`src/core/ers_defines.svh`:
```
// Named constants for the error routing and synchronization block
`ifndef ERS_DEFINES_SVH
`define ERS_DEFINES_SVH

// Exception level codes
`define ERS_EL0 2'h0
`define ERS_EL1 2'h1
`define ERS_EL2 2'h2
`define ERS_EL3 2'h3

// Vector offsets for the narrow execution state
`define ERS_VEC_NONE 5'h00
`define ERS_VEC_MON_PREFETCH 5'h0C
`define ERS_VEC_MON_DATA 5'h10
`define ERS_VEC_HYP 5'h14

// Widths and reset values
`define ERS_VEC_W 5
`define ERS_EL_W 2
`define ERS_NUM_EL 4
`define ERS_SRC_NONE 5'h00

`endif

```
`src/core/ers_pkg.sv`:
```
// Types shared by the error routing and synchronization block
package ers_pkg;

  // Class of the exception being routed
  typedef enum logic [2:0] {
    ERS_CLS_SYSTEM_ERROR_INTERRUPT = 3'b001,
    ERS_CLS_DATA_ABORT = 3'b010,
    ERS_CLS_PREFETCH_ABORT = 3'b100
  } ers_class_e;

  // Target mode in the narrow execution state
  typedef enum logic [2:0] {
    ERS_MODE_ABORT = 3'b001,
    ERS_MODE_HYP = 3'b010,
    ERS_MODE_MONITOR = 3'b100
  } ers_mode_e;

  // Source of an error synchronization event, one bit per source
  typedef logic [4:0] ers_src_t;

endpackage

```
`src/core/ers_route32.sv`:
```
// Target mode and vector offset selection for the narrow execution state
`include "ers_defines.svh"
`timescale 1ns/1ps
`default_nettype none

module ers_route32
  import ers_pkg::*;
(
  // Exception being routed
  input wire logic [1:0] curEl,
  input wire ers_class_e excClass,
  // Routing controls
  input wire logic el3Impl,
  input wire logic el3Narrow,
  input wire logic monitorExtAbortRoute,
  input wire logic el2Impl,
  input wire logic el2Narrow,
  input wire logic nonSecure,
  input wire logic hyp32AsyncAbortRoute,
  input wire logic hyp32GeneralTrap,
  input wire logic hyp32SyncExtAbortRoute,
  // Decision
  output ers_mode_e targetMode,
  output logic [4:0] vecOffset
);

  logic fromLow;

  assign fromLow = (curEl == `ERS_EL0) || (curEl == `ERS_EL1);

  // Monitor override first, then Hyp overrides, then the default mode
  always_comb
  begin
    targetMode = (curEl == `ERS_EL2) ? ERS_MODE_HYP : ERS_MODE_ABORT; // [RQ5]
    vecOffset = `ERS_VEC_NONE;
    if (el3Impl && el3Narrow && monitorExtAbortRoute)
    begin
      targetMode = ERS_MODE_MONITOR;
      if (excClass == ERS_CLS_PREFETCH_ABORT)
      begin
        vecOffset = `ERS_VEC_MON_PREFETCH; // [RQ7]
      end
      else
      begin
        vecOffset = `ERS_VEC_MON_DATA; // [RQ6]
      end
    end
    else if (el2Impl && el2Narrow && nonSecure && fromLow)
    begin
      if ((excClass == ERS_CLS_SYSTEM_ERROR_INTERRUPT) && (hyp32AsyncAbortRoute || hyp32GeneralTrap))
      begin
        targetMode = ERS_MODE_HYP; // [RQ8]
        vecOffset = `ERS_VEC_HYP;
      end
      if ((excClass != ERS_CLS_SYSTEM_ERROR_INTERRUPT) && (hyp32SyncExtAbortRoute || hyp32GeneralTrap))
      begin
        targetMode = ERS_MODE_HYP; // [RQ9]
        vecOffset = `ERS_VEC_HYP;
      end
    end
  end

endmodule

`default_nettype wire

```
`src/core/ers_route64.sv`:
```
// Target exception level selection for the wide execution state
`include "ers_defines.svh"
`timescale 1ns/1ps
`default_nettype none

module ers_route64
  import ers_pkg::*;
(
  // Exception being routed
  input wire logic [1:0] curEl,
  input wire ers_class_e excClass,
  // Routing controls
  input wire logic el3Impl,
  input wire logic el3ExtAbortRoute,
  input wire logic el2Impl,
  input wire logic el2Enabled,
  input wire logic hypAsyncAbortRoute,
  input wire logic hypGeneralTrap,
  input wire logic hypSyncExtAbortRoute,
  // Decision
  output logic [1:0] targetEl
);

  logic fromLow;

  assign fromLow = (curEl == `ERS_EL0) || (curEl == `ERS_EL1);

  // EL3 override first, then the EL2 overrides, then the default level
  always_comb
  begin
    targetEl = fromLow ? `ERS_EL1 : curEl; // [RQ1]
    if (el3Impl && el3ExtAbortRoute)
    begin
      targetEl = `ERS_EL3; // [RQ2]
    end
    else if (el2Impl && el2Enabled && fromLow)
    begin
      if ((excClass == ERS_CLS_SYSTEM_ERROR_INTERRUPT) && (hypAsyncAbortRoute || hypGeneralTrap))
      begin
        targetEl = `ERS_EL2; // [RQ3]
      end
      if ((excClass != ERS_CLS_SYSTEM_ERROR_INTERRUPT) && (hypSyncExtAbortRoute || hypGeneralTrap))
      begin
        targetEl = `ERS_EL2; // [RQ4]
      end
    end
  end

endmodule

`default_nettype wire

```
`src/core/ers_top.sv`:
```
// Error exception routing and error synchronization event generation
`include "ers_defines.svh"
`timescale 1ns/1ps
`default_nettype none

// Summary of operation
// RQ1: Wide state default: EL0/EL1 go to EL1, EL2 to EL2, EL3 to EL3.
// RQ2: EL3 implemented with its abort routing bit set sends everything to EL3.
// RQ3: Else with EL2 enabled, low-level system errors go to EL2 on async route or trap.
// RQ4: Else with EL2 enabled, low-level sync aborts go to EL2 on sync route or trap.
// RQ5: Narrow state default: Abort mode from EL0/EL1/EL3, Hyp mode from EL2.
// RQ6: Narrow EL3 routing sends system errors and data aborts to Monitor at 0x10.
// RQ7: Narrow EL3 routing sends prefetch aborts to Monitor at 0x0C.
// RQ8: Narrow non-secure EL2 takes low system errors to Hyp at 0x14 on route or trap.
// RQ9: Narrow non-secure EL2 takes low sync aborts to Hyp at 0x14 on route or trap.
// RQ10: Every barrier instruction produces a synchronization event.
// RQ11: Wide exception entry produces an event when enabled or EL3 double-fault set.
// RQ12: Wide exception return produces an event when enabled or EL3 double-fault set.
// RQ13: Debug change-state and debug return follow entry and return conditions.
// RQ14: Barrier records a masked pending system error and clears its pending state.
// RQ15: Only errors from this element's own instructions count as synchronized.
// RQ16: Unmasked or synchronous case: cause follows event, older work complete.
// RQ17: Masked async case with nothing pending: cause follows event, older work done.
// RQ18: Not pending at completion exactly when the pending flag later reads zero.
// RQ19: Routing decision is presented in the same cycle as the request.
module ers_top
  import ers_pkg::*;
(
  // Clock and reset
  input wire logic mclk,
  input wire logic rst_b,
  // Routing request from exception entry
  input wire logic routeReq,
  input wire logic routeWide,
  input wire ers_class_e excClass,
  input wire logic [1:0] curEl,
  // Implementation and state controls
  input wire logic el3Impl,
  input wire logic el3Narrow,
  input wire logic el2Impl,
  input wire logic el2Enabled,
  input wire logic el2Narrow,
  input wire logic nonSecure,
  // Wide state routing bits
  input wire logic el3ExtAbortRoute,
  input wire logic hypAsyncAbortRoute,
  input wire logic hypGeneralTrap,
  input wire logic hypSyncExtAbortRoute,
  // Narrow state routing bits
  input wire logic monitorExtAbortRoute,
  input wire logic hyp32AsyncAbortRoute,
  input wire logic hyp32GeneralTrap,
  input wire logic hyp32SyncExtAbortRoute,
  // Routing decision
  output logic [1:0] routeTargetEl,
  output ers_mode_e routeMode,
  output logic [4:0] routeVecOffset,
  // Feature presence and synchronization enables
  input wire logic implicitErrSyncFeature,
  input wire logic doubleFaultFeature,
  input wire logic [3:0] implicitErrSyncEnable,
  input wire logic nonmaskableExtAbortBit,
  input wire logic el3NonmaskableAbortBit,
  // Instruction and exception events from the pipeline
  input wire logic errorSyncBarrierInstr,
  input wire logic excEntry,
  input wire logic excEntryWide,
  input wire logic [1:0] excEntryEl,
  input wire logic excReturn,
  input wire logic excReturnWide,
  input wire logic [1:0] excReturnEl,
  input wire logic debugState,
  input wire logic debugChangeStateInstr,
  input wire logic [1:0] debugChangeStateEl,
  input wire logic debugReturnInstr,
  input wire logic [1:0] debugReturnEl,
  // Error reporting from the pipeline
  input wire logic serrorMasked,
  input wire logic errRaise,
  input wire logic errSameElement,
  input wire logic errTaken,
  input wire logic errTakenSync,
  input wire logic errCauseAfterEvent,
  input wire logic olderInstrComplete,
  // Synchronization event outputs
  output logic errSyncEvent,
  output ers_src_t errSyncSource,
  output logic deferRecord,
  output logic pendingAsyncErrorFlag,
  // Synchronization check outputs
  output logic errCheckDone,
  output logic errSynchronized
);

  logic [1:0] el64;
  ers_mode_e mode32;
  logic [4:0] vec32;
  ers_src_t next_src;
  logic next_event;
  logic barrierClear;
  logic pendRaise;
  logic maskAtEvent;
  logic pendAtCompletion;
  logic next_synced;

  // Implicit synchronization condition shared by entry, return and debug
  function automatic logic implicitFires(
    input logic [1:0] el,
    input logic [3:0] enable,
    input logic nmea
  );
    logic enBit;
    enBit = enable[el];
    implicitFires = implicitErrSyncFeature &&
                    (enBit || (doubleFaultFeature && (el == `ERS_EL3) && nmea));
  endfunction

  // Wide state routing
  ers_route64 uRoute64 (
    .curEl(curEl),
    .excClass(excClass),
    .el3Impl(el3Impl),
    .el3ExtAbortRoute(el3ExtAbortRoute),
    .el2Impl(el2Impl),
    .el2Enabled(el2Enabled),
    .hypAsyncAbortRoute(hypAsyncAbortRoute),
    .hypGeneralTrap(hypGeneralTrap),
    .hypSyncExtAbortRoute(hypSyncExtAbortRoute),
    .targetEl(el64)
  );

  // Narrow state routing
  ers_route32 uRoute32 (
    .curEl(curEl),
    .excClass(excClass),
    .el3Impl(el3Impl),
    .el3Narrow(el3Narrow),
    .monitorExtAbortRoute(monitorExtAbortRoute),
    .el2Impl(el2Impl),
    .el2Narrow(el2Narrow),
    .nonSecure(nonSecure),
    .hyp32AsyncAbortRoute(hyp32AsyncAbortRoute),
    .hyp32GeneralTrap(hyp32GeneralTrap),
    .hyp32SyncExtAbortRoute(hyp32SyncExtAbortRoute),
    .targetMode(mode32),
    .vecOffset(vec32)
  );

  // Decision follows the request combinationally so entry logic needs no wait
  always_comb
  begin
    routeTargetEl = `ERS_EL0;
    routeMode = ERS_MODE_ABORT;
    routeVecOffset = `ERS_VEC_NONE;
    if (routeReq && routeWide)
    begin
      routeTargetEl = el64; // [RQ19]
    end
    else if (routeReq)
    begin
      routeMode = mode32; // [RQ19]
      routeVecOffset = vec32;
    end
  end

  // Collect event sources for this cycle
  always_comb
  begin
    next_src = `ERS_SRC_NONE;
    next_src[0] = errorSyncBarrierInstr; // [RQ10]
    next_src[1] = excEntry && excEntryWide &&
                  implicitFires(excEntryEl, implicitErrSyncEnable,
                                nonmaskableExtAbortBit); // [RQ11]
    next_src[2] = excReturn && excReturnWide &&
                  implicitFires(excReturnEl, implicitErrSyncEnable,
                                el3NonmaskableAbortBit); // [RQ12]
    next_src[3] = debugState && debugChangeStateInstr &&
                  implicitFires(debugChangeStateEl, implicitErrSyncEnable,
                                nonmaskableExtAbortBit); // [RQ13]
    next_src[4] = debugState && debugReturnInstr &&
                  implicitFires(debugReturnEl, implicitErrSyncEnable,
                                el3NonmaskableAbortBit); // [RQ13]
  end

  assign next_event = |next_src;

  // Event pulse and source register
  always_ff @(posedge mclk or negedge rst_b)
  begin
    if (!rst_b)
    begin
      errSyncEvent <= 1'b0;
      errSyncSource <= `ERS_SRC_NONE;
    end
    else
    begin
      errSyncEvent <= next_event;
      errSyncSource <= next_src;
    end
  end

  // Only errors from this element's own instructions become pending here
  assign pendRaise = errRaise && errSameElement; // [RQ15]
  assign barrierClear = errorSyncBarrierInstr && serrorMasked && pendingAsyncErrorFlag;

  // Pending flag: a new error in the clearing cycle is kept
  always_ff @(posedge mclk or negedge rst_b)
  begin
    if (!rst_b)
    begin
      pendingAsyncErrorFlag <= 1'b0;
    end
    else if (pendRaise)
    begin
      pendingAsyncErrorFlag <= 1'b1;
    end
    else if (barrierClear)
    begin
      pendingAsyncErrorFlag <= 1'b0; // [RQ14]
    end
  end

  // Record pulse for the deferred syndrome store
  always_ff @(posedge mclk or negedge rst_b)
  begin
    if (!rst_b)
    begin
      deferRecord <= 1'b0;
    end
    else
    begin
      deferRecord <= barrierClear; // [RQ14]
    end
  end

  // Mask and pending state captured at each event
  always_ff @(posedge mclk or negedge rst_b)
  begin
    if (!rst_b)
    begin
      maskAtEvent <= 1'b0;
      pendAtCompletion <= 1'b0;
    end
    else if (next_event)
    begin
      maskAtEvent <= serrorMasked;
      // A raise in the clearing cycle wins, so the error is still pending afterwards
      pendAtCompletion <= pendRaise || (pendingAsyncErrorFlag && !barrierClear); // [RQ18]
    end
  end

  // Synchronized check on a taken error
  always_comb
  begin
    next_synced = errSameElement && errCauseAfterEvent && olderInstrComplete; // [RQ15]
    if (errTakenSync || !maskAtEvent)
    begin
      next_synced = next_synced; // [RQ16]
    end
    else
    begin
      next_synced = next_synced && !pendAtCompletion; // [RQ17]
    end
  end

  // Check result register
  always_ff @(posedge mclk or negedge rst_b)
  begin
    if (!rst_b)
    begin
      errCheckDone <= 1'b0;
      errSynchronized <= 1'b0;
    end
    else
    begin
      errCheckDone <= errTaken;
      errSynchronized <= errTaken && next_synced;
    end
  end
endmodule

`default_nettype wire

```
`config.mk`:
```
export PLATFORM = sky130hd
export DESIGN_NAME = ers_top
export DESIGN_NICKNAME = d
export VERILOG_FILES = /design/src/core/ers_pkg.sv /design/src/core/ers_route32.sv /design/src/core/ers_route64.sv /design/src/core/ers_top.sv
export VERILOG_INCLUDE_DIRS = /design/src /design/src/core
export SDC_FILE = /design/constraint.sdc
export NUM_CORES = 1
export LEC_CHECK = 0
export BUFFER_PORTS_ARGS = -buffer_cell sky130_fd_sc_hd__buf_2
export CAP_MARGIN = 20
export CORE_MARGIN = 5
export CORE_UTILIZATION = 34
export CTS_CLUSTER_DIAMETER = 30
export DETAILED_ROUTE_END_ITERATION = 10
export PLACE_DENSITY = 0.86
export SLEW_MARGIN = 20
export SYNTH_ARGS = -nofsm -noshare
export SYNTH_HDL_FRONTEND = slang
export SYNTH_HIERARCHICAL = 1
export SYNTH_SLANG_ARGS = --single-unit
```
`constraint.sdc`:
```
create_clock -name mclk -period 1.8 [get_ports mclk]
set_input_delay 0.54 -clock mclk [delete_from_list [all_inputs] [get_ports mclk]]
set_output_delay 0.54 -clock mclk [all_outputs]
set_load 0.03 [all_outputs]
```
Yosys cells after proc, flatten, opt, wreduce, memory -nomap -nowiden
Index checks and enable logic that the tools add are counted.
Storage, ports and cells
  register bits after elaboration: 12
  bits of input ports: 54
  output and inout bits: 20
  word-level logic and storage cells: 110
Operators by class
  order comparisons: 4
  eq/ne operators: 9
  multiplexer cells: 31
  reduce and logical (&&, ||, !) cells: 58
Operator list (count)
  logical AND 1 bit: 41
  2-to-1 mux 5 bit: 7
  2-to-1 mux 3 bit: 6
  2-to-1 mux 2 bit: 7
  < comparator 2 x 3 -> 1 bit (second input constant): 4
  logical OR 1 bit: 11
  == test 2 bit (second input constant): 5
  binary-select mux 1 bit (select 2 bit): 4
  2-to-1 mux 1 bit: 7
  OR reduction 5 bit: 1
  == test 3 x 1 -> 1 bit (second input constant): 1
  == test 3 bit (second input constant): 1
  logical NOT 1 bit: 3
  inequality test 3 x 1 -> 1 bit (second input constant): 1
  == test 2 x 1 -> 1 bit (second input constant): 1
  logical NOT 2 bit: 1
  nonzero test 2 bit: 1

Longest topological paths before layout
Gate-level depths: netlist of run 1.
  word-level depth: 8
  mapped depth: 5
  mapped depth without buffers: 5

Hierarchy
The synthesis of run 1 kept the hierarchy.
Modules (own cells, without submodules)
  ers_top: instances 1, cells an instance 51, area each 619.3 sq um, seq. area each 300.3 sq um
  ers_route32: instances 1, cells an instance 22, area each 172.7 sq um, seq. area each 0.0 sq um
  ers_route64: instances 1, cells an instance 10, area each 71.3 sq um, seq. area each 0.0 sq um

Worst setup path after synthesis of run 1
OpenSTA, ideal clock, no wires.
  path type: input-to-reg
  start point: input el3NonmaskableAbortBit
  end point: register maskAtEvent
  library setup time: 0.125 ns
  data arrival time: 2.196 ns
  required time: 1.675 ns
  slack: -0.521 ns
  stages: 5
  buffers on the path: 0
  path through: a21o_1 mux4_2 and4_4 or4b_4 mux2_4
On the way
  longest elaborated chain between the ends: 5
  elaborated cells on any way between the ends: 9
  classes of those cells: reduce/logical (9)
RTL lines
  start, declared: line ers_top.sv:63  | input wire logic el3NonmaskableAbortBit,
  logical AND 1 bit: line ers_top.sv:115  | (enBit || (doubleFaultFeature && (el == `ERS_EL3) && nmea));
  logical OR 1 bit: line ers_top.sv:115
  logical AND 1 bit: line ers_top.sv:114  | implicitFires = implicitErrSyncFeature &&
  logical AND 1 bit: line ers_top.sv:174  | next_src[2] = excReturn && excReturnWide &&
  via next_src[2]: line ers_top.sv:98  | ers_src_t next_src;
  OR reduction 5 bit: line ers_top.sv:185  | assign next_event = |next_src;
  via next_event: line ers_top.sv:99  | logic next_event;
  end signal, assigned: line ers_top.sv:246  | maskAtEvent <= serrorMasked;
  end, declared: line ers_top.sv:102  | logic maskAtEvent;
The timed path passes the listed nets, and every way through them passes these cells.
A chain may end at the register's enable or synchronous reset.

Final worst setup path of run 1
  start point: input excClass[1]
  end point: output routeVecOffset[4]
On the way
  longest elaborated chain between the ends: 8
  elaborated cells on any way between the ends: 12
  classes of those cells: eq/ne (3); mux (7); reduce/logical (2)
RTL lines
  start, declared: line ers_top.sv:35  | input wire ers_class_e excClass,
  == test 3 x 1 -> 1 bit: line ers_route32.sv:50  | if ((excClass == ERS_CLS_SYSTEM_ERROR_INTERRUPT) && (hyp32AsyncAbortRoute || hyp32GeneralTrap))
  logical AND 1 bit: line ers_route32.sv:50
  2-to-1 mux 5 bit: line ers_route32.sv:50
  2-to-1 mux 5 bit: line ers_route32.sv:55  | if ((excClass != ERS_CLS_SYSTEM_ERROR_INTERRUPT) && (hyp32SyncExtAbortRoute || hyp32GeneralTrap))
  2-to-1 mux 5 bit: line ers_route32.sv:48  | else if (el2Impl && el2Narrow && nonSecure && fromLow)
  2-to-1 mux 5 bit *: line ers_route32.sv:36  | if (el3Impl && el3Narrow && monitorExtAbortRoute)
  via vec32[4]: line ers_top.sv:97  | logic [4:0] vec32;
  2-to-1 mux 5 bit *: line ers_top.sv:159  | else if (routeReq)
  2-to-1 mux 5 bit *: line ers_top.sv:155  | if (routeReq && routeWide)
  end, declared: line ers_top.sv:57  | output logic [4:0] routeVecOffset,
The timed path passes the listed nets; every way through them passes the cells marked *.

==> flow_summary_export.csv, run 1 <==
group,metric,value,unit
run_status,outcome,"finished, violations left",
run_status,violations,"negative setup slack",
sta,slew_viol_final,0,
synth,syn_area,863,µm²
setup_path,worst_ep_arrival_time,1.66,ns
synth,synth_cell_type_count,40,
setup_path,cp.required,1.26,ns
sta,finalSetupViolCount,10,
clocking,clock-sinks,12,
grt,grt.busiest_layer,"met2",
routing,drcViolationCount,0,
clocking,clock_latency,0.27,ns
grt,grt_max_degree,13,
pwr,clkPwrFrac,25.5,%
pwr,switching_power,0.234,mW
sta,fin_ws,-0.395,ns
sta,period_share,122,%
sta,clock_skew,0.00182,ns
sta,rsz0062_at_grt,"yes",
pwr,pwr-share-seq,37.0,%
place,dp_hpwl,2370,µm
clocking,clk_pin_slew_worst_paths,0.07,ns
sta,finalSetupTns,-2.87,ns
floorplan,dieArea,3650,µm²
synth,ys_seq_area_share,34.8,%
setup_path,start_kind,"primary input",
setup_path,cp-startpoint,"excClass[1]",
clocking,cts-root-buf,"clkbuf_4",
pwr,leakagePower,0.827,nW
cells_and_area,drive_gt1_share,69.2,%
run,cap_violations,0,
clocking,clockBufferDepth,2,
setup_path,crit_type,"primary input to output port",
cells_and_area,antenna_cells,0,
synth,yosys_warnings,6,
routing,route.vias.total,1060,
clocking,htree_levels,1,
routing,firstDrtPassIters,4,
cells_and_area,area.growth.synth_to_final,83.5,%
setup_path,crit_fanout,3,
floorplan,die_y,60.4,µm
pwr,p_comb_share,37.5,%
setup_path,cp-end-kind,"output port",
sta,final_hold_viol_count,0,
synth,synth-edff-count,0,
min_path,hp-class,"primary input to async pin",
setup_path,reg2reg_from,"pendingAsyncErrorFlag",
grt,antenna_found_initial,0,
floorplan,rows,18,
cells_and_area,layout_common_cells,"buf_2 (55), buf_4 (17), dfrtp_1 (12), buf_6 (12), nor2_1 (6)",
grt,gr-usage-met1,15.3,%
routing,drt_iter0_drc,19,
place,numPortBuffers,71,
clocking,cts.hold.buffers_added,0,
floorplan,core,2450,µm²
clocking,cts_buffers,3,
cells_and_area,fin_nets,227,
synth,async_reset_ff_share,100,%
routing,ant_nets,0,
floorplan,initial_core_util,35.2,%
cells_and_area,mostFrequentLayoutCell,"buf_2",
routing,wl,3190,µm
grt,grt_pass1_vias,1114,
synth,syn_avg_cell_area,10.4,µm²
synth,synth_top_flop_cell,"dfrtp_1",
synth,synth_cells,83,
grt,gr-usage-met3,3.40,%
grt,grtUsageTotal,17.1,%
pwr,powerDensity,508,nW/µm²
routing,viasPerCell,5.25,
grt,overflow,0,
synth,ys_ff_latch,12,
clocking,cts_tree,"yes",
grt,grt_pass1_wl,4690,µm
grt,use_met2,36.0,%
pwr,p_sw_share,29.1,%
cells_and_area,fillers,173,
place,pre_cts_ws,-0.640,ns
place,place_congestion,0.819,
floorplan,die_width,60.4,µm
routing,wl_per_cell,15.8,µm
sta,finalCriticalPeriod,2.20,ns
pwr,vdd_drop_max,416,µV
floorplan,pin_count,74,
pwr,p_int,0.570,mW
sta,fmax,0.455,GHz
synthesized netlist by cell type (2+ instances only):
| master | number | area (µm²) |
|---|---|---|
| nand2b_1 | 2 | 12.5 |
| nor2_1 | 7 | 26.3 |
| nand2_1 | 4 | 15.0 |
| o31a_1 | 2 | 17.5 |
| nor2b_1 | 3 | 18.8 |
| mux2_4 | 2 | 30.0 |
| and3_1 | 4 | 25.0 |
| or3b_1 | 2 | 17.5 |
| dfrtp_1 | 12 | 300 |
| a211oi_1 | 2 | 15.0 |
| and2_1 | 7 | 43.8 |
| nand4_1 | 3 | 18.8 |
| buf_4 | 2 | 15.0 |
| nor4_2 | 2 | 25.0 |
| inv_1 | 4 | 15.0 |
kinds of logic (layout without fill, tap and decap cells):
family	Yosys count	after routing	synth area share (%)
compound gates	13	13	12.5
mux	6	6	11.6
flops	12	12	34.8
simple gates	45	45	37.2
buf+inv	6	94	3.48
other cells	1	2	0.434
what timing repair did:
action / in CTS / in global routing
resized for setup: 29 / 14
hold endpoints to repair: 0 / 0
pin swaps: 7 / 9
setup buffers: 1 / 2
endpoints found under the setup margin: 11 / 11
through the flow:
stage	instances	power (mW)	utilization, %	hold WS (ns)	cell area [µm²]
2_1_floorplan	84	0.433	-	0.244	895
3_3_place_gp	195	0.549	55.5	0.417	1360
3_5_place_dp	195	0.558	55.5	0.424	1360
4_1_cts	200	0.789	61.6	0.129	1510
5_1_grt	202	0.845	64.5	0.145	1580
6_report	202	0.804	64.5	0.129	1580
final cells by class:
type	count	area, µm²	share of cell area, %
multi-input combinational	66	627	39.6
sequential	12	300	19.0
timing repair buffer	86	568	35.9
clock buffer	4	36.3	2.29
inverter	4	15.0	0.948
tap	30	37.5	2.37
power groups by stage:
stage | sequential (mW) | combinational, mW | clock (mW)
3_3_place_gp | 0.301 | 0.247 | 0
3_5_place_dp | 0.302 | 0.256 | 0
2_1_floorplan | 0.325 | 0.108 | 0
5_1_grt | 0.298 | 0.322 | 0.224
6_report | 0.297 | 0.302 | 0.205
4_1_cts | 0.297 | 0.279 | 0.213
flip-flops by register name, indices dropped and copies added (netlist names):
register               count
pendingAsyncErrorFlag      1
errSyncEvent               1
deferRecord                1
errSyncSource              5
errSynchronized            1
maskAtEvent                1
errCheckDone               1
pendAtCompletion           1
path summary, 6_finish.rpt:
kind / end / slack, ns / cells after the start
worst max register to register: pendAtCompletion / 0.83 / 2
min in group mclk: errCheckDone / 0.40 / 1
max in group asynchronous: deferRecord / 1.47 / 1
worst min-delay path: maskAtEvent / 0.13 / 1
worst min register to register: errSynchronized / 0.49 / 1
worst max-delay path: routeVecOffset[4] / -0.40 / 6
per-layer routing:
metal,part of all wire (%),vias up,routed length (µm)
met1,33,496,1050
met4,2.4,0,78
met2,53,68,1700
met5,0,-,0
li1,-,488,-
met3,11,8,348
worst max-delay path, cell delays in order:
cell and delay, ns:
buf_8 0.11, nor3b_4 0.24, mux2_4 0.35, o2bb2ai_4 0.13
and2_4 0.16, buf_6 0.12
Note: power is estimated with default switching activity, not from simulation.
==> inputs of run 2 (changes only) <==
--- a/constraint.sdc
+++ b/constraint.sdc
@@ -3,2 +3,2 @@
 set_output_delay 0.54 -clock mclk [all_outputs]
-set_load 0.03 [all_outputs]
+set_load 0.05 [all_outputs]
==> run 2 against run 1 <==
  * The flow still finishes with violations (negative setup slack)
  * Wire length decreased by 4.8%
  * Critical path depth is the same
  * First-iteration DRC count decreased by 16%
  * Core utilization increased by 1.3 points
  * Maximum frequency is 1.9% lower
  * Worst setup slack lost 0.043 ns
  * Non-clock buffer count rose by 3
  * Cell count increased by 0.99%
  * Count of clock-buffer cells in the layout fell by 1
  * Sequential share of layout area fell by 0.38 points
  * Flip-flop and latch count unchanged
  * Sequential power about the same
==> flow_summary_export.csv, run 2 (synthesis gave the netlist of run 1 again) <==
group,metric,value,unit
cells_and_area,layout_common_cells,"buf_2 (57), buf_4 (17), dfrtp_1 (12)",
cells_and_area,area.growth.synth_to_final,87.2,%
place,dpl.cell_count,199,
routing,ant_nets,0,
clocking,cts.hold.buffers_added,0,
clocking,htree_levels,1,
cells_and_area,largest_register_ffs,5,
sta,rsz0062_at_grt,"yes",
clocking,clockBufferDepth,2,
run,cap_violations,0,
setup_path,start_kind,"primary input",
place,place_congestion,0.796,
clocking,clock_latency,0.26,ns
setup_path,worstPathCellList,"buf_8, nor3b_4, mux2_4, o22ai_4, and2_4, buf_8",
floorplan,die_y,60.4,µm
sta,holdWs,0.135,ns
setup_path,r2r_end,"pendAtCompletion",
sta,period_share,124,%
floorplan,die_width,60.4,µm
clocking,clk_pin_slew_worst_paths,0.07,ns
grt,antenna_found_initial,0,
sta,finalSetupViolCount,10,
cells_and_area,fillers,182,
setup_path,critPathBufInv,2,
cells_and_area,antenna_cells,0,
setup_path,crit_family,"simple AND/OR/NAND/NOR gates",
clocking,cts_buffers,3,
routing,firstDrtPassIters,4,
run_status,outcome,"finished, violations left",
cells_and_area,final_util,65.9,%
floorplan,pin_count,74,
cells_and_area,drive_gt1_share,69.5,%
place,numPortBuffers,71,
pwr,powerDensity,485,nW/µm²
setup_path,cp_slowest_cell,"mux2_4",
cells_and_area,mostFrequentLayoutCell,"buf_2",
setup_path,reg2reg_depth,2,
sta,fmax,0.447,GHz
sta,slew_viol_final,0,
sta,final_hold_viol_count,0,
clocking,cts-root-buf,"clkbuf_4",
grt,grt_pass1_vias,1188,
run_status,violations,"negative setup slack",
pwr,leakagePower,0.839,nW
setup_path,cp-end-kind,"output port",
min_path,hp-class,"primary input to async pin",
floorplan,rows,18,
routing,wl,3030,µm
setup_path,worst_ep_arrival_time,1.70,ns
cells_and_area,fin_cells,204,
pwr,vdd_drop_max,359,µV
routing,route.vias.total,1042,
pwr,power,0.785,mW
sta,clock_skew,0.00269,ns
sta,finalCriticalPeriod,2.24,ns
setup_path,reg2reg_slack,0.84,ns
sta,fin_ws,-0.438,ns
floorplan,core,2450,µm²
setup_path,cp.required,1.26,ns
place,pre_cts_ws,-0.657,ns
clocking,cts_tree,"yes",
cells_and_area,top_register,"errSyncSource",
place,dp_hpwl,2490,µm
routing,viasPerCell,5.11,
floorplan,initial_core_util,35.2,%
floorplan,dieArea,3650,µm²
setup_path,cp_common_cell,"buf_8",
setup_path,crit_type,"primary input to output port",
cells_and_area,fin_nets,230,
routing,drcViolationCount,0,
setup_path,slowest_delay,0.35,ns
grt,grtUsageTotal,18.1,%
grt,grt_pass1_wl,4970,µm
grt,grt_max_degree,13,
routing,drt_iter0_drc,16,
grt,overflow,0,
routing,wl_per_cell,14.9,µm
clocking,clock-sinks,12,
setup_path,crit_fanout,3,
setup_path,reg2reg_from,"pendingAsyncErrorFlag",
## run 2: routing by layer
metal	share of wire (%)	wire, µm	track usage (%)	up-vias
li1	-	-	-	490
met1	31	931	16.9	477
met2	57	1730	37.7	69
met3	10	314	3.19	6
met4	1.9	57	6.96	0
met5	0	0	0	-
## run 2: stage by stage
stage / setup TNS (ns) / area [µm²]
2_1_floorplan: -1.77 / 903
3_3_place_gp: -4.29 / 1400
3_5_place_dp: -4.78 / 1400
4_1_cts: -2.94 / 1590
5_1_grt: -3.50 / 1620
6_report: -3.23 / 1620
## run 2: what timing repair did
item / CTS / global route
buffers inserted: 2 / 0
setup endpoints to repair: 11 / 11
pin swaps: 13 / 7
resized for setup: 41 / 5
gates cloned: 0 / 0
## run 2: how the worst max path moves through the flow
stage,start,end,slack [ns],cells after the start
2_1_floorplan,el3NonmaskableAbortBit,maskAtEvent,-0.49,5
3_3_place_gp,el3NonmaskableAbortBit,pendAtCompletion,-0.62,6
3_5_place_dp,el3NonmaskableAbortBit,maskAtEvent,-0.66,6
4_1_cts,excClass[1],routeVecOffset[2],-0.40,6
5_1_grt,excClass[2],routeMode[1],-0.47,7
6_report,excClass[2],routeVecOffset[2],-0.44,6
## run 2: cell type report
type / count / area, µm² / share of cell area, %
clock buffer: 3 / 22.5 / 1.39
inverter: 4 / 15.0 / 0.929
sequential: 12 / 300 / 18.6
tap: 30 / 37.5 / 2.32
timing repair buffer: 89 / 619 / 38.3
multi-input combinational: 66 / 622 / 38.5
## run 2: where the power goes
part | total [mW] | switching, mW | leakage [nW] | internal (mW)
registers | 0.297 | 0.00865 | 0.151 | 0.288
logic | 0.336 | 0.172 | 0.675 | 0.164
clock network | 0.152 | 0.0745 | 0.0138 | 0.0771
total | 0.785 | 0.255 | 0.839 | 0.530
## run 2: worst reg2reg max path: cells and delay by family (launching register included)
family	cells	cell delay (ns)
flops	1	0.39
mux	1	0.26
compound gates	1	0.21
==> inputs of run 3 (changes only) <==
Settings changed: REMOVE_ABC_BUFFERS from default to 1.
==> run 3 against run 2 <==
  * The run still ends with negative setup slack left
  * Largest cell class is now non-clock buffers
  * Final area down 3.6%
  * Wire length shrank 6.9%
  * Register-to-register slack is essentially flat
  * Total power decreased by 2.9%
  * Critical path type unchanged
  * Non-clock buffer count grew 1
  * Count of clock-buffer cells in the layout unchanged
  * Critical path depth rose by 1
  * Worst hold slack better by 0.0068 ns
  * Sequential share of layout area grew 0.69 points
  * Cell count is 0.49% higher
==> flow_summary_export.csv, run 3 (synthesis gave the netlist of run 1 again) <==
group,metric,value,unit
run_status,outcome,"finished, violations left",
run_status,violations,"negative setup slack",
setup_path,cp.required,1.26,ns
cells_and_area,final-seq-area,300,µm²
sta,final_hold_viol_count,0,
cells_and_area,fin_nets,231,
setup_path,crit_fanout,3,
routing,ant_nets,0,
cells_and_area,mostFrequentLayoutCell,"buf_2",
pwr,pwr-share-seq,39.1,%
cells_and_area,layout_common_cells,"buf_2 (57), buf_4 (18), dfrtp_1 (12)",
clocking,cts-root-buf,"clkbuf_4",
pwr,p_int,0.521,mW
place,numPortBuffers,71,
sta,slew_viol_final,0,
cells_and_area,drive_gt1_share,66.3,%
sta,finalSetupViolCount,10,
min_path,hp-class,"primary input to async pin",
routing,drt-met1-wl,889,µm
setup_path,cp-end-kind,"output port",
sta,fmax,0.457,GHz
routing,wl,2820,µm
clocking,cts_buffers,3,
setup_path,worst_ep_arrival_time,1.65,ns
routing,highest_layer,"met4",
floorplan,rows,18,
cells_and_area,largest_register_ffs,5,
pwr,vdd_drop_max,382,µV
routing,route.vias.total,1005,
pwr,powerDensity,489,nW/µm²
sta,finalCriticalPeriod,2.19,ns
routing,drcViolationCount,0,
cells_and_area,final_util,63.5,%
floorplan,core,2450,µm²
pwr,p_sw_share,31.7,%
sta,finalSetupTns,-2.90,ns
cells_and_area,antenna_cells,0,
cells_and_area,top_register,"errSyncSource",
clocking,clock-sinks,12,
place,dp_hpwl,2420,µm
floorplan,initial_core_util,35.2,%
setup_path,crit_type,"primary input to output port",
routing,firstDrtPassIters,3,
sta,period_share,122,%
place,place_congestion,0.753,
cells_and_area,fillers,206,
clocking,clk_pin_slew_worst_paths,0.06,ns
floorplan,dieArea,3650,µm²
clocking,clockBufferDepth,2,
grt,antenna_found_initial,0,
pwr,leakagePower,0.829,nW
routing,wl_met2,1540,µm
sta,clock_skew,0.00321,ns
floorplan,die_width,60.4,µm
sta,rsz0062_at_grt,"yes",
sta,fin_ws,-0.389,ns
clocking,htree_levels,1,
clocking,cts_tree,"yes",
pwr,power,0.762,mW
pwr,switching_power,0.241,mW
grt,grt_max_degree,13,
routing,drt_iter0_drc,14,
pwr,p_comb_share,41.7,%
setup_path,reg2reg_depth,2,
routing,wl_met3,330,µm
grt,overflow,0,
routing,wl_per_cell,13.8,µm
cells_and_area,multi_input_area,576,µm²
grt,grt_pass1_vias,1101,
setup_path,start_kind,"primary input",
run,cap_violations,0,
grt,grtUsageTotal,16.0,%
grt,grt_pass1_wl,4440,µm
cells_and_area,area.growth.synth_to_final,80.6,%
floorplan,pin_count,74,
place,dpl_cell_area,1370,µm²
routing,viasPerCell,4.90,
pwr,clkPwrFrac,19.2,%
floorplan,die_y,60.4,µm
cells_and_area,design_area,1560,µm²
clocking,clock_latency,0.25,ns
run 3: changes by cell type in the layout (fill, tap and decap cells not counted), sizes merged:
| cell | previous run | this run |
|---|---|---|
| buf | 89 | 90 |
run 3: metal layers:
layer	global-route usage, %	vias up
li1	-	495
met1	14.2	445
met2	33.5	57
met3	3.62	8
met4	6.01	0
met5	0	-
run 3: layout make-up:
class / instances / share of cell area (%)
timing repair buffer: 90 / 39.0
multi-input combinational: 66 / 36.9
clock buffer: 3 / 1.44
tap: 30 / 2.41
inverter: 4 / 0.963
sequential: 12 / 19.3
run 3: final timing paths:
path / start / endpoint / slack [ns]
setup / recovery: excClass[1] / routeMode[0] / -0.39
hold / removal: rst_b / errSyncSource[2] / 0.14
setup reg to reg: pendingAsyncErrorFlag / pendAtCompletion / 0.84
hold reg to reg: maskAtEvent / errSynchronized / 0.50
max in group asynchronous: rst_b / errCheckDone / 1.45
min in group mclk: errTaken / errCheckDone / 0.41
run 3: critical path, stage by stage:
cell and delay [ns]:
buf_8 0.10, nor3b_4 0.24, buf_6 0.14, nor4_4 0.04, o31a_1 0.29, nand2b_4 0.14
buf_8 0.15
run 3: timing repair:
action	4_1_cts	5_1_grt
pin swaps	15	5
resized for setup	33	9
hold buffers	0	0
setup endpoints to repair	11	11
buffers inserted	1	2
run 3: power groups by stage:
stage	clock [mW]	sequential [mW]	combinational (mW)
3_3_place_gp	0	0.302	0.273
6_report	0.146	0.298	0.318
5_1_grt	0.167	0.299	0.342
2_1_floorplan	0	0.343	0.107
3_5_place_dp	0	0.303	0.283
4_1_cts	0.155	0.298	0.310
run 3: metrics by stage:
stage | std cells | hold slack, ns | worst slack, ns
global placement | 199 | 0.417 | -0.653
detailed placement | 199 | 0.423 | -0.717
finish | 205 | 0.142 | -0.389
floorplan | 82 | 0.244 | -0.521
CTS | 203 | 0.143 | -0.406
global route | 205 | 0.161 | -0.443
